### src/seb_pkg.sv
// Behaviour
// (RULE_01) Driver latch open: shared enable bus drives output driver enables directly.
// (RULE_02) Driver enable one turns its serial driver on, zero powers it down.
// (RULE_03) Driver gate falling captures the bus value and holds it.
// (RULE_04) Device reset clears the driver latch, disabling every serial driver.
// (RULE_05) Self-test latch open: shared bus drives transmit and receive self-test enables.
// (RULE_06) Self-test bit zero runs test generate or compare; one means normal operation.
// (RULE_07) Self-test gate falling captures the bus value and holds it.
// (RULE_08) Reset while self-test latch closed clears it, disabling self-test everywhere.
// (RULE_09) Receive-power latch open: shared bus drives receive PLL and analog power enables.
// (RULE_10) Receive-power bit one keeps channel active, zero powers it down.
// (RULE_11) Receive-power gate falling captures the bus value and holds it.
// (RULE_12) Device reset clears the receive-power latch, disabling all receive channels.
// (RULE_13) Input select high routes the channel's serial input to its recovery circuit.
// (RULE_14) Host keeps bus stable from raising a gate until it falls again.
// (RULE_15) Device reset is active low, clocked; outputs settle within 16 cycles.
// (RULE_16) Bus bits map two per channel, transmit and receive, via a changeable table.
// (RULE_17) Gates are synchronised; capture on detected fall; latches update independently.
package seb_pkg;

  localparam int CHANNELS = 4;
  localparam int BUS_W    = 8;
  localparam int ADDR_W   = 8;
  localparam int DATA_W   = 8;

  // Bus bit index per channel, editable if the board uses another order
  localparam logic [CHANNELS-1:0][2:0] TX_BIT_MAP = {3'h6, 3'h4, 3'h2, 3'h0}; // RULE_16
  localparam logic [CHANNELS-1:0][2:0] RX_BIT_MAP = {3'h7, 3'h5, 3'h3, 3'h1}; // RULE_16

  // Reset values of the three latches
  localparam logic [BUS_W-1:0] DRV_RESET   = 8'h00;
  localparam logic [BUS_W-1:0] BIST_RESET  = 8'hFF;
  localparam logic [BUS_W-1:0] RXPWR_RESET = 8'h00;

  // Register offsets
  localparam logic [ADDR_W-1:0] REG_INSEL  = 8'h00;
  localparam logic [ADDR_W-1:0] REG_DRV    = 8'h04;
  localparam logic [ADDR_W-1:0] REG_BIST   = 8'h08;
  localparam logic [ADDR_W-1:0] REG_RXPWR  = 8'h0C;
  localparam logic [ADDR_W-1:0] REG_STATUS = 8'h10;

  // Status field positions
  localparam int ST_DRV_CAP   = 0;
  localparam int ST_BIST_CAP  = 1;
  localparam int ST_RXPWR_CAP = 2;
  localparam int ST_READY     = 3;

  localparam logic [CHANNELS-1:0] INSEL_RESET = 4'h0;
  localparam logic [DATA_W-1:0]   READ_ZERO   = 8'h00;

  // Settle window after device reset release
  localparam int          READY_CYCLES = 16;
  localparam logic [4:0]  READY_LAST   = 5'(READY_CYCLES - 2);
  localparam logic [4:0]  CNT_ZERO     = 5'h00;
  localparam logic [4:0]  CNT_ONE      = 5'h01;

endpackage : seb_pkg

### src/seb_gate_sync.sv
module seb_gate_sync (
  // Clock and reset
  input  wire logic sys_clk,
  input  wire logic rst_b,
  // Gate
  input  wire logic gateIn,
  output logic      gateOpen,
  output logic      gateFell
);
  import seb_pkg::*;

  logic meta_q;
  logic level_q;
  logic prev_q;

  // Gate pin is asynchronous at the device edge
  always_ff @(posedge sys_clk or negedge rst_b) begin // RULE_17
    if (!rst_b) begin
      meta_q  <= 1'b0;
      level_q <= 1'b0;
      prev_q  <= 1'b0;
    end else begin
      meta_q  <= gateIn;
      level_q <= meta_q;
      prev_q  <= level_q;
    end
  end

  assign gateOpen = level_q;
  assign gateFell = prev_q & ~level_q; // RULE_17

endmodule : seb_gate_sync

### src/seb_enable_latch.sv
module seb_enable_latch #(
  parameter logic [seb_pkg::BUS_W-1:0] RESET_VAL       = 8'h00,
  parameter bit                        CLEAR_WHEN_OPEN = 1'b1
) (
  // Clock and reset
  input  wire logic                      sys_clk,
  input  wire logic                      rst_b,
  // Control
  input  wire logic                      gateOpen,
  input  wire logic                      clearReq,
  input  wire logic [seb_pkg::BUS_W-1:0] busIn,
  // State
  output logic      [seb_pkg::BUS_W-1:0] state
);
  import seb_pkg::*;

  logic [BUS_W-1:0] state_q;

  // Transparent while open, holds last open value once closed
  always_ff @(posedge sys_clk or negedge rst_b) begin
    if (!rst_b) begin
      state_q <= RESET_VAL;
    end else if (clearReq && (CLEAR_WHEN_OPEN || !gateOpen)) begin
      state_q <= RESET_VAL; // RULE_04 RULE_08 RULE_12
    end else if (gateOpen) begin
      state_q <= busIn; // RULE_01 RULE_05 RULE_09
    end
  end

  assign state = state_q; // RULE_03 RULE_07 RULE_11

endmodule : seb_enable_latch

### src/seb_enable_latch_bank.sv
module seb_enable_latch_bank (
  // Clock and reset
  input  wire logic                         sys_clk,
  input  wire logic                         rst_b,
  // Host control pins
  input  wire logic                         device_reset_n,
  input  wire logic [seb_pkg::BUS_W-1:0]    sharedEnableBus,
  input  wire logic                         driverLatchGate,
  input  wire logic                         selftestLatchGate,
  input  wire logic                         rxPowerLatchGate,
  // Serial data
  input  wire logic [seb_pkg::CHANNELS-1:0] txSerial,
  input  wire logic [seb_pkg::CHANNELS-1:0] serialInPair,
  output logic      [seb_pkg::CHANNELS-1:0] serialOutPair,
  output logic      [seb_pkg::CHANNELS-1:0] cdrData,
  // Channel enables and settle flag
  output logic      [seb_pkg::CHANNELS-1:0] driverEnable,
  output logic      [seb_pkg::CHANNELS-1:0] txSelfTestOn,
  output logic      [seb_pkg::CHANNELS-1:0] rxSelfTestOn,
  output logic      [seb_pkg::CHANNELS-1:0] rxPowerOn,
  output logic                              resetDone,
  // Register port
  input  wire logic [seb_pkg::ADDR_W-1:0]   regAddr,
  input  wire logic [seb_pkg::DATA_W-1:0]   regWrData,
  input  wire logic                         regWrStb,
  input  wire logic                         regRdStb,
  output logic      [seb_pkg::DATA_W-1:0]   regRdData
);
  import seb_pkg::*;

  logic                devRstHeld_q;
  logic [BUS_W-1:0]    busMeta_q;
  logic [BUS_W-1:0]    busAlign_q;
  logic                drvOpen;
  logic                drvFell;
  logic                bistOpen;
  logic                bistFell;
  logic                rxOpen;
  logic                rxFell;
  logic [BUS_W-1:0]    drvState;
  logic [BUS_W-1:0]    bistState;
  logic [BUS_W-1:0]    rxState;
  logic [CHANNELS-1:0] drvMapped;
  logic [CHANNELS-1:0] bistTxMapped;
  logic [CHANNELS-1:0] bistRxMapped;
  logic [CHANNELS-1:0] rxMapped;
  logic [CHANNELS-1:0] inputSel_q;
  logic [2:0]          captured_q;
  logic [4:0]          readyCnt_q;
  logic                resetDone_q;
  logic [CHANNELS-1:0] serialOut_q;
  logic [CHANNELS-1:0] cdrData_q;
  logic [CHANNELS-1:0] driverEnable_q;
  logic [CHANNELS-1:0] txSelfTestOn_q;
  logic [CHANNELS-1:0] rxSelfTestOn_q;
  logic [CHANNELS-1:0] rxPowerOn_q;
  logic [DATA_W-1:0]   regRdData_q;
  logic                statusWr;

  // Reset pin sampled on the clock, not used as an async reset
  always_ff @(posedge sys_clk or negedge rst_b) begin // RULE_15
    if (!rst_b) begin
      devRstHeld_q <= 1'b1;
    end else begin
      devRstHeld_q <= !device_reset_n;
    end
  end

  // Bus delayed to line up with the synchronised gates
  always_ff @(posedge sys_clk or negedge rst_b) begin // RULE_14
    if (!rst_b) begin
      busMeta_q  <= DRV_RESET;
      busAlign_q <= DRV_RESET;
    end else begin
      busMeta_q  <= sharedEnableBus;
      busAlign_q <= busMeta_q;
    end
  end

  seb_gate_sync u_drv_sync (
    .sys_clk  (sys_clk),
    .rst_b    (rst_b),
    .gateIn   (driverLatchGate),
    .gateOpen (drvOpen),
    .gateFell (drvFell)
  );

  seb_gate_sync u_bist_sync (
    .sys_clk  (sys_clk),
    .rst_b    (rst_b),
    .gateIn   (selftestLatchGate),
    .gateOpen (bistOpen),
    .gateFell (bistFell)
  );

  seb_gate_sync u_rx_sync (
    .sys_clk  (sys_clk),
    .rst_b    (rst_b),
    .gateIn   (rxPowerLatchGate),
    .gateOpen (rxOpen),
    .gateFell (rxFell)
  );

  seb_enable_latch #(
    .RESET_VAL       (DRV_RESET),
    .CLEAR_WHEN_OPEN (1'b1)
  ) u_drv_latch (
    .sys_clk  (sys_clk),
    .rst_b    (rst_b),
    .gateOpen (drvOpen),
    .clearReq (devRstHeld_q),
    .busIn    (busAlign_q),
    .state    (drvState)
  );

  // Self-test latch only clears while closed
  seb_enable_latch #(
    .RESET_VAL       (BIST_RESET),
    .CLEAR_WHEN_OPEN (1'b0)
  ) u_bist_latch (
    .sys_clk  (sys_clk),
    .rst_b    (rst_b),
    .gateOpen (bistOpen),
    .clearReq (devRstHeld_q),
    .busIn    (busAlign_q),
    .state    (bistState)
  );

  seb_enable_latch #(
    .RESET_VAL       (RXPWR_RESET),
    .CLEAR_WHEN_OPEN (1'b1)
  ) u_rx_latch (
    .sys_clk  (sys_clk),
    .rst_b    (rst_b),
    .gateOpen (rxOpen),
    .clearReq (devRstHeld_q),
    .busIn    (busAlign_q),
    .state    (rxState)
  );

  for (genvar c = 0; c < CHANNELS; c++) begin : g_map
    assign drvMapped[c]    = drvState[TX_BIT_MAP[c]]; // RULE_16
    assign bistTxMapped[c] = bistState[TX_BIT_MAP[c]]; // RULE_16
    assign bistRxMapped[c] = bistState[RX_BIT_MAP[c]]; // RULE_16
    assign rxMapped[c]     = rxState[RX_BIT_MAP[c]]; // RULE_16
  end

  // Channel controls
  always_ff @(posedge sys_clk or negedge rst_b) begin
    if (!rst_b) begin
      driverEnable_q <= INSEL_RESET;
      txSelfTestOn_q <= INSEL_RESET;
      rxSelfTestOn_q <= INSEL_RESET;
      rxPowerOn_q    <= INSEL_RESET;
    end else begin
      driverEnable_q <= drvMapped; // RULE_02
      txSelfTestOn_q <= ~bistTxMapped; // RULE_06
      rxSelfTestOn_q <= ~bistRxMapped; // RULE_06
      rxPowerOn_q    <= rxMapped; // RULE_10
    end
  end

  // Disabled drivers sit at zero instead of toggling
  always_ff @(posedge sys_clk or negedge rst_b) begin
    if (!rst_b) begin
      serialOut_q <= INSEL_RESET;
      cdrData_q   <= INSEL_RESET;
    end else begin
      serialOut_q <= txSerial & drvMapped; // RULE_02
      cdrData_q   <= serialInPair & inputSel_q; // RULE_13
    end
  end

  // Settle counter after device reset release
  always_ff @(posedge sys_clk or negedge rst_b) begin // RULE_15
    if (!rst_b) begin
      readyCnt_q  <= CNT_ZERO;
      resetDone_q <= 1'b0;
    end else if (devRstHeld_q) begin
      readyCnt_q  <= CNT_ZERO;
      resetDone_q <= 1'b0;
    end else if (readyCnt_q != READY_LAST) begin
      readyCnt_q  <= readyCnt_q + CNT_ONE;
    end else begin
      resetDone_q <= 1'b1;
    end
  end

  assign statusWr = regWrStb && (regAddr == REG_STATUS);

  always_ff @(posedge sys_clk or negedge rst_b) begin // RULE_13
    if (!rst_b) begin
      inputSel_q <= INSEL_RESET;
    end else if (regWrStb && (regAddr == REG_INSEL)) begin
      inputSel_q <= regWrData[CHANNELS-1:0];
    end
  end

  // Capture flags: a new fall beats a write-one clear
  always_ff @(posedge sys_clk or negedge rst_b) begin // RULE_17
    if (!rst_b) begin
      captured_q <= 3'h0;
    end else begin
      captured_q[ST_DRV_CAP] <= drvFell ||
        (captured_q[ST_DRV_CAP] && !(statusWr && regWrData[ST_DRV_CAP]));
      captured_q[ST_BIST_CAP] <= bistFell ||
        (captured_q[ST_BIST_CAP] && !(statusWr && regWrData[ST_BIST_CAP]));
      captured_q[ST_RXPWR_CAP] <= rxFell ||
        (captured_q[ST_RXPWR_CAP] && !(statusWr && regWrData[ST_RXPWR_CAP]));
    end
  end

  // Read data valid only in the cycle after the strobe
  always_ff @(posedge sys_clk or negedge rst_b) begin
    if (!rst_b) begin
      regRdData_q <= READ_ZERO;
    end else if (!regRdStb) begin
      regRdData_q <= READ_ZERO;
    end else if (regAddr == REG_INSEL) begin
      regRdData_q <= {4'h0, inputSel_q};
    end else if (regAddr == REG_DRV) begin
      regRdData_q <= drvState;
    end else if (regAddr == REG_BIST) begin
      regRdData_q <= bistState;
    end else if (regAddr == REG_RXPWR) begin
      regRdData_q <= rxState;
    end else if (regAddr == REG_STATUS) begin
      regRdData_q <= {4'h0, resetDone_q, captured_q};
    end else begin
      regRdData_q <= READ_ZERO;
    end
  end

  assign serialOutPair = serialOut_q;
  assign cdrData       = cdrData_q;
  assign driverEnable  = driverEnable_q;
  assign txSelfTestOn  = txSelfTestOn_q;
  assign rxSelfTestOn  = rxSelfTestOn_q;
  assign rxPowerOn     = rxPowerOn_q;
  assign resetDone     = resetDone_q;
  assign regRdData     = regRdData_q;
endmodule : seb_enable_latch_bank

### config.mk
export PLATFORM = sky130hd
export DESIGN_NAME = seb_enable_latch_bank
export DESIGN_NICKNAME = d
export VERILOG_FILES = /design/src/seb_pkg.sv /design/src/seb_gate_sync.sv /design/src/seb_enable_latch.sv /design/src/seb_enable_latch_bank.sv
export SDC_FILE = /design/constraint.sdc
export NUM_CORES = 1
export LEC_CHECK = 0
export BUFFER_PORTS_ARGS = -buffer_cell sky130_fd_sc_hd__buf_2
export CORE_MARGIN = 4
export CORE_UTILIZATION = 35
export CTS_CLUSTER_DIAMETER = 200
export CTS_CLUSTER_SIZE = 20
export DETAILED_ROUTE_END_ITERATION = 8
export GPL_TIMING_DRIVEN = 0
export SLEW_MARGIN = 10
export SYNTH_ARGS = -nofsm -noshare
export SYNTH_HDL_FRONTEND = slang
export SYNTH_SLANG_ARGS = --single-unit
### constraint.sdc
create_clock -name sys_clk -period 1.9 [get_ports sys_clk]
set_clock_uncertainty 0.05 [all_clocks]
set_input_delay 0.19 -clock sys_clk [delete_from_list [all_inputs] [get_ports sys_clk]]
set_output_delay 0.19 -clock sys_clk [all_outputs]
set_load 0.02 [all_outputs]
# Word level (Yosys, flattened, before mapping)
# Index checks and enable logic that the tools add are counted.
# word_totals
regBits,95
latch_bits,0
ramBits,0
romBits,0
input_bits,40
output_inout_bits,33
word_cells,81
memories,0
# classes
n_addsub,1
mul,0
n_div,0
order_cmp,0
eq_ne,6
shifts,0
mux,16
bitwise_logic,10
reduce_logical,22
# ops
cell,n
two-way mux 8 bit,11
"== test 8 x 4 -> 1 bit, second input constant",2
two-way mux 5 bit,2
logical AND 1 bit,9
bitwise AND 4 bit,2
"== test 8 x 3 -> 1 bit, second input constant",1
"== test 8 x 5 -> 1 bit, second input constant",1
zero test 8 bit,1
inverter 4 bit,2
nonzero test 2 bit,4
"adder 5 x 1 -> 5 bit, second input constant",1
zero test 1 bit,5
"!= test 5 x 4 -> 1 bit, second input constant",1
two-way mux 4 bit,1
bitwise AND 1 bit,3
logical OR 1 bit,3
inverter 1 bit,3
two-way mux 1 bit,2
"!= test 2 bit, second input constant",1

# Depth between registers and ports, before layout
# depth
depth_word,7
ltp_mapped,6
mapped_depth_nobuf,6

# Modules after synthesis
# A second synthesis with hierarchy kept.
# hier_totals
hier_cells,264
hier_area_um2,3494.6
# by_module_without_submodules
mod,n_inst,cells_per_inst,area_per_inst_um2,seq_area_each_um2
seb_enable_latch_bank,1,166,2250.9,1552.7
seb_enable_latch at u_drv_latch ...,2,26,325.3,200.2
seb_enable_latch at u_bist_latch,1,34,326.6,210.2
seb_gate_sync,3,4,88.8,75.1

# Worst setup path before layout
# OpenSTA, ideal clock, no wires.
# synth_path
kind,input-to-reg
start,input regAddr[5] (netlist name)
end,register inputSel_q[0]
setup_ps,125
arrival_ps,1416
t_required_ps,1725
slack_ps,309
path_stages,4
n_path_buf,0
cell_sequence,or4_4 -> nor3_4 -> nand3_4 -> mux2_4
# synth_via
elab_chain_cells,2
# synth_rtl
item,line,source
"start, declared",seb_enable_latch_bank.sv:23,"input wire logic [seb_pkg::ADDR_W-1:0] regAddr,"
zero test 8 bit,seb_enable_latch_bank.sv:194,end else if (regWrStb && (regAddr == REG_INSEL)) begin
logical AND 1 bit,seb_enable_latch_bank.sv:194,
"end signal, assigned",seb_enable_latch_bank.sv:195,inputSel_q <= regWrData[CHANNELS-1:0];
"end, declared",seb_enable_latch_bank.sv:47,logic [CHANNELS-1:0] inputSel_q;
# Every way passes these cells.
# A chain may end at the register's enable or synchronous reset.

# Worst setup path in the final report
# layout_path
start,"register u_drv_latch.state_q[2], in the netlist u_drv_latch.state[2]"
end,"register regRdData_q[2], in the netlist regRdData[2]"
# layout_via
elab_chain_cells,3
# layout_rtl
item,line,source
"start, declared",seb_enable_latch.sv:17,logic [BUS_W-1:0] state_q;
"start signal, assigned",seb_enable_latch.sv:26,state_q <= busIn;
two-way mux 8 bit,seb_enable_latch_bank.sv:221,end else if (regAddr == REG_DRV) begin
two-way mux 8 bit,seb_enable_latch_bank.sv:219,end else if (regAddr == REG_INSEL) begin
two-way mux 8 bit,seb_enable_latch_bank.sv:217,end else if (!regRdStb) begin
"end signal, assigned",seb_enable_latch_bank.sv:220,"regRdData_q <= {4'h0, inputSel_q};"
"end signal, assigned",seb_enable_latch_bank.sv:222,regRdData_q <= drvState;
"end signal, assigned",seb_enable_latch_bank.sv:224,regRdData_q <= bistState;
"end, declared",seb_enable_latch_bank.sv:57,logic [DATA_W-1:0] regRdData_q;
# Every way passes these cells.

==> key figures <==
Outcome
  – Status: finished, final reports clean

Global routing
  – Largest net degree at the start of global routing: 65
  – GRT Total Usage: a little over an eighth
  – Vias in the first global route: 2,359
  – Overflow after GRT: 0
  – Initial antenna violation count: 0
  – Global-route wire length before repair: between 10,000 and 15,000 microns

Floorplanning
  – Row count: 35
  – Die Y: between 100 and 150 microns
  – Die area: between 10,000 and 15,000 sq um
  – Initial core utilization: a little over a third
  – DIE WIDTH: around 110 microns
  – Top Ports: 73
  – CORE AREA: about 9400 sq um

Drt
  – Total Routed Length: about 7200 microns
  – Drt pass-1 iters: 4
  – Wire per inst: 14.51 microns
  – DR vias/cell: 4.579
  – DRT iter0 DRCs: 85
  – Antenna Nets Post-Route: 0
  – # DRC: 0
  – Via count: between 2,000 and 2,500

Hold path
  – Hold path depth: 2
  – Worst Hold Class: in2reg
  – Hold path startpoint: serialInPair[0]
  – Hold Crit Endpoint: cdrData[0]

Timing
  – Setup ws final: between 300 and 400 ps
  – Crit share post-route: 79.36%
  – Worst slew pin tran: 734.8 ps
  – Fin. max-slew vios: 0
  – RSZ-0062 raised after global routing: false
  – Final Hold Fails: 0
  – Final setup viols: 0
  – Tmin final: between 1500 and 2000 ps
  – Worst hold slack: just under 7 ps
  – Fmax: 0.6632 GHz
  – Slew HR: 51.02%

Clock tree
  – CTS H-Tree Depth: 3
  – CTS tree: yes
  – PostCTS Resize Cnt: 0
  – Worst-path clk slew: 90 ps
  – Root Driver: clkbuf_8
  – CTS Sinks: between 90 and 100
  – Post-CTS Setup Inserts: 0
  – # hold bufs at CTS: 20
  – Clock Tree Buf Depth: 2
  – Clock Latency Late Sink: about 360 ps
  – CTS Buf Count: 9

Finish
  – Final #Nets: 404
  – P&R area growth vs syn: 26.51%
  – Most common cell after layout, fill and taps aside: dfrtp_1
  – Filler cells: roughly 870
  – Non-Filler Instances: 496
  – Design area: roughly 4300 sq um
  – Most frequent cells in the layout: dfrtp_1 (86), buf_2 (66), nor2_1 (35)
  – Sequential cell area: ~2400 sq um
  – Share of layout cells above drive strength 1: 28.07%
  – Area of the multi-input gates: between 900 and 1000 sq um
  – ANT cells: 0

Place
  – Port bufs: between 60 and 70
  – Placed inst area: roughly 4000 sq um
  – DP Wirelength: around 5000 microns
  – Inst Count DP: 460
  – GPL Wtd Cong: slightly below 0.8
  – Pre-CTS setup slack: roughly 86 ps

Yosys
  – Yosys warnings: 0
  – Largest family of logic cells by synthesized area: simple AND/OR/NAND/NOR gates
  – Xor/xnor cell area share of the yosys netlist: less than 1%
  – Synth Area in Simple Gates: between 10% and 20%
  – Post-Syn Instances: about 260
  – Post-synthesis cell type count: 31
  – Post-synthesis sequential area ratio: between 60% and 70%
  – Synth Area in Compound Gates: approximately 7.3%
  – Syn nets: 305
  – Adder-Cell Fraction of Synth Area: less than 1%
  – Mux cell area share after synthesis: under 10%
  – FF+latch count, synth: 95
  – Post-Syn Area: roughly 3400 sq um
  – Mean Syn Cell Area: around 13 sq um

Job
  – Max-Cap Viols: 0

Critical path
  – Worst EP required: 2090 ps
  – Worst Setup Path Type: reg2reg
  – R2R cell count: 4
  – Worst flop-to-flop path startpoint: u_drv_latch.state[2]
  – Startpoint types: flip-flop
  – Reg2reg end: regRdData[2]
  – Crit. End Element: flip-flop
  – Crit path max fanout: 5
  – R2r setup slk: a little under 400 ps
  – CP arrival: roughly 1700 ps

Pwr
  – P per Cell Area: just under 900 nW/um^2
  – Pleak: 2.165 nW
  – PnR Total Power: roughly 3.8 mW
  – Peak VDD IR: 0.3754 mV
## power breakdown
part | total (mW) | internal [mW] | switching, mW | leakage, nW
Sequential | 2.19 | 2.13 | 0.0619 | 1.18
Clock | 1.23 | 0.556 | 0.672 | 0.0902
Combinational | 0.354 | 0.150 | 0.204 | 0.891
## cell families after synthesis
logic type,after synthesis
muxes,28
DFF,95
buffers and inverters,24
adders and majority gates,2
AOI/OAI and AO/OA,37
xor gates and xnor gates,1
and+or+nand+nor,76
## how the worst max path moves through the flow
| stage | start | endpoint | cells after the start |
|---|---|---|---|
| detailed placement | regAddr[5] | inputSel_q[3] | 5 |
| finish | u_drv_latch.state[2] | regRdData[2] | 4 |
| floorplan | regAddr[5] | inputSel_q[0] | 4 |
| global placement | rst_b | cdrData[1] | 1 |
| CTS | u_drv_latch.state[2] | regRdData[2] | 4 |
| global route | u_drv_latch.state[2] | regRdData[2] | 4 |
## cell usage after synthesis, drive strengths merged
library cell	instances	area, sq um
dfstp	9	236.5
ha	2	25.02
a21oi	6	30.03
nor2b	1	6.260
mux2	8	105.1
a22oi	4	30.03
nand4b	1	8.760
or4	1	11.26
xnor2	1	8.760
o21ai	14	70.07
and2	8	50.05
nand3	7	47.55
o31ai	1	12.51
o221ai	4	35.03
inv	14	52.55
buf	1	3.750
a22o	3	26.28
nand2b	1	6.260
a211oi	1	7.510
clkbuf	9	33.78
a32o	4	40.04
nor2	35	131.4
and3	1	6.260
mux2i	20	200.2
and4	1	8.760
nor3	3	26.28
dfrtp	86	2152
nand2	17	63.81
## registers in the layout (all words and copies together), names as in the netlist, 5 cells and up
name                count
busAlign_q              8
busMeta_q               8
readyCnt_q              5
regRdData               8
u_bist_latch.state      8
u_drv_latch.state       8
u_rx_latch.state        8
## area by class of cell
type	instances	share of cell area (%)
Timing Repair Buffer	88	13.01
Clock inverter	3	0.5757
Tap cell	129	3.713
Buffer	10	0.8636
Sequential cell	95	54.95
Multi-Input combinational cell	144	22.02
Inverter	14	1.209
Clock buffer	13	3.656
## stage by stage
step / utilization [%] / setup TNS [ps]
floorplan: - / 0
global placement: 41.77 / -25990
detailed placement: 42.09 / 0
CTS: 46.17 / 0
global route: 46.17 / 0
finish: 46.17 / 0
## worst max-delay path, cell delays in order (launching register included)
cell and delay, ps:
dfrtp_1 440, mux2_2 290, o221ai_1 240, nand2_1 100, a32o_1 280
## per-layer routing
layer / GRT usage, % / vias up / share of wire (%)
li1: - / 1084 / -
met4: 6.210 / 0 / 2.1
met1: 17.99 / 1094 / 44
met3: 2.228 / 14 / 5.2
met5: 0 / - / 0
met2: 21.54 / 79 / 49
No activity file was read; power rests on OpenSTA's default activity.
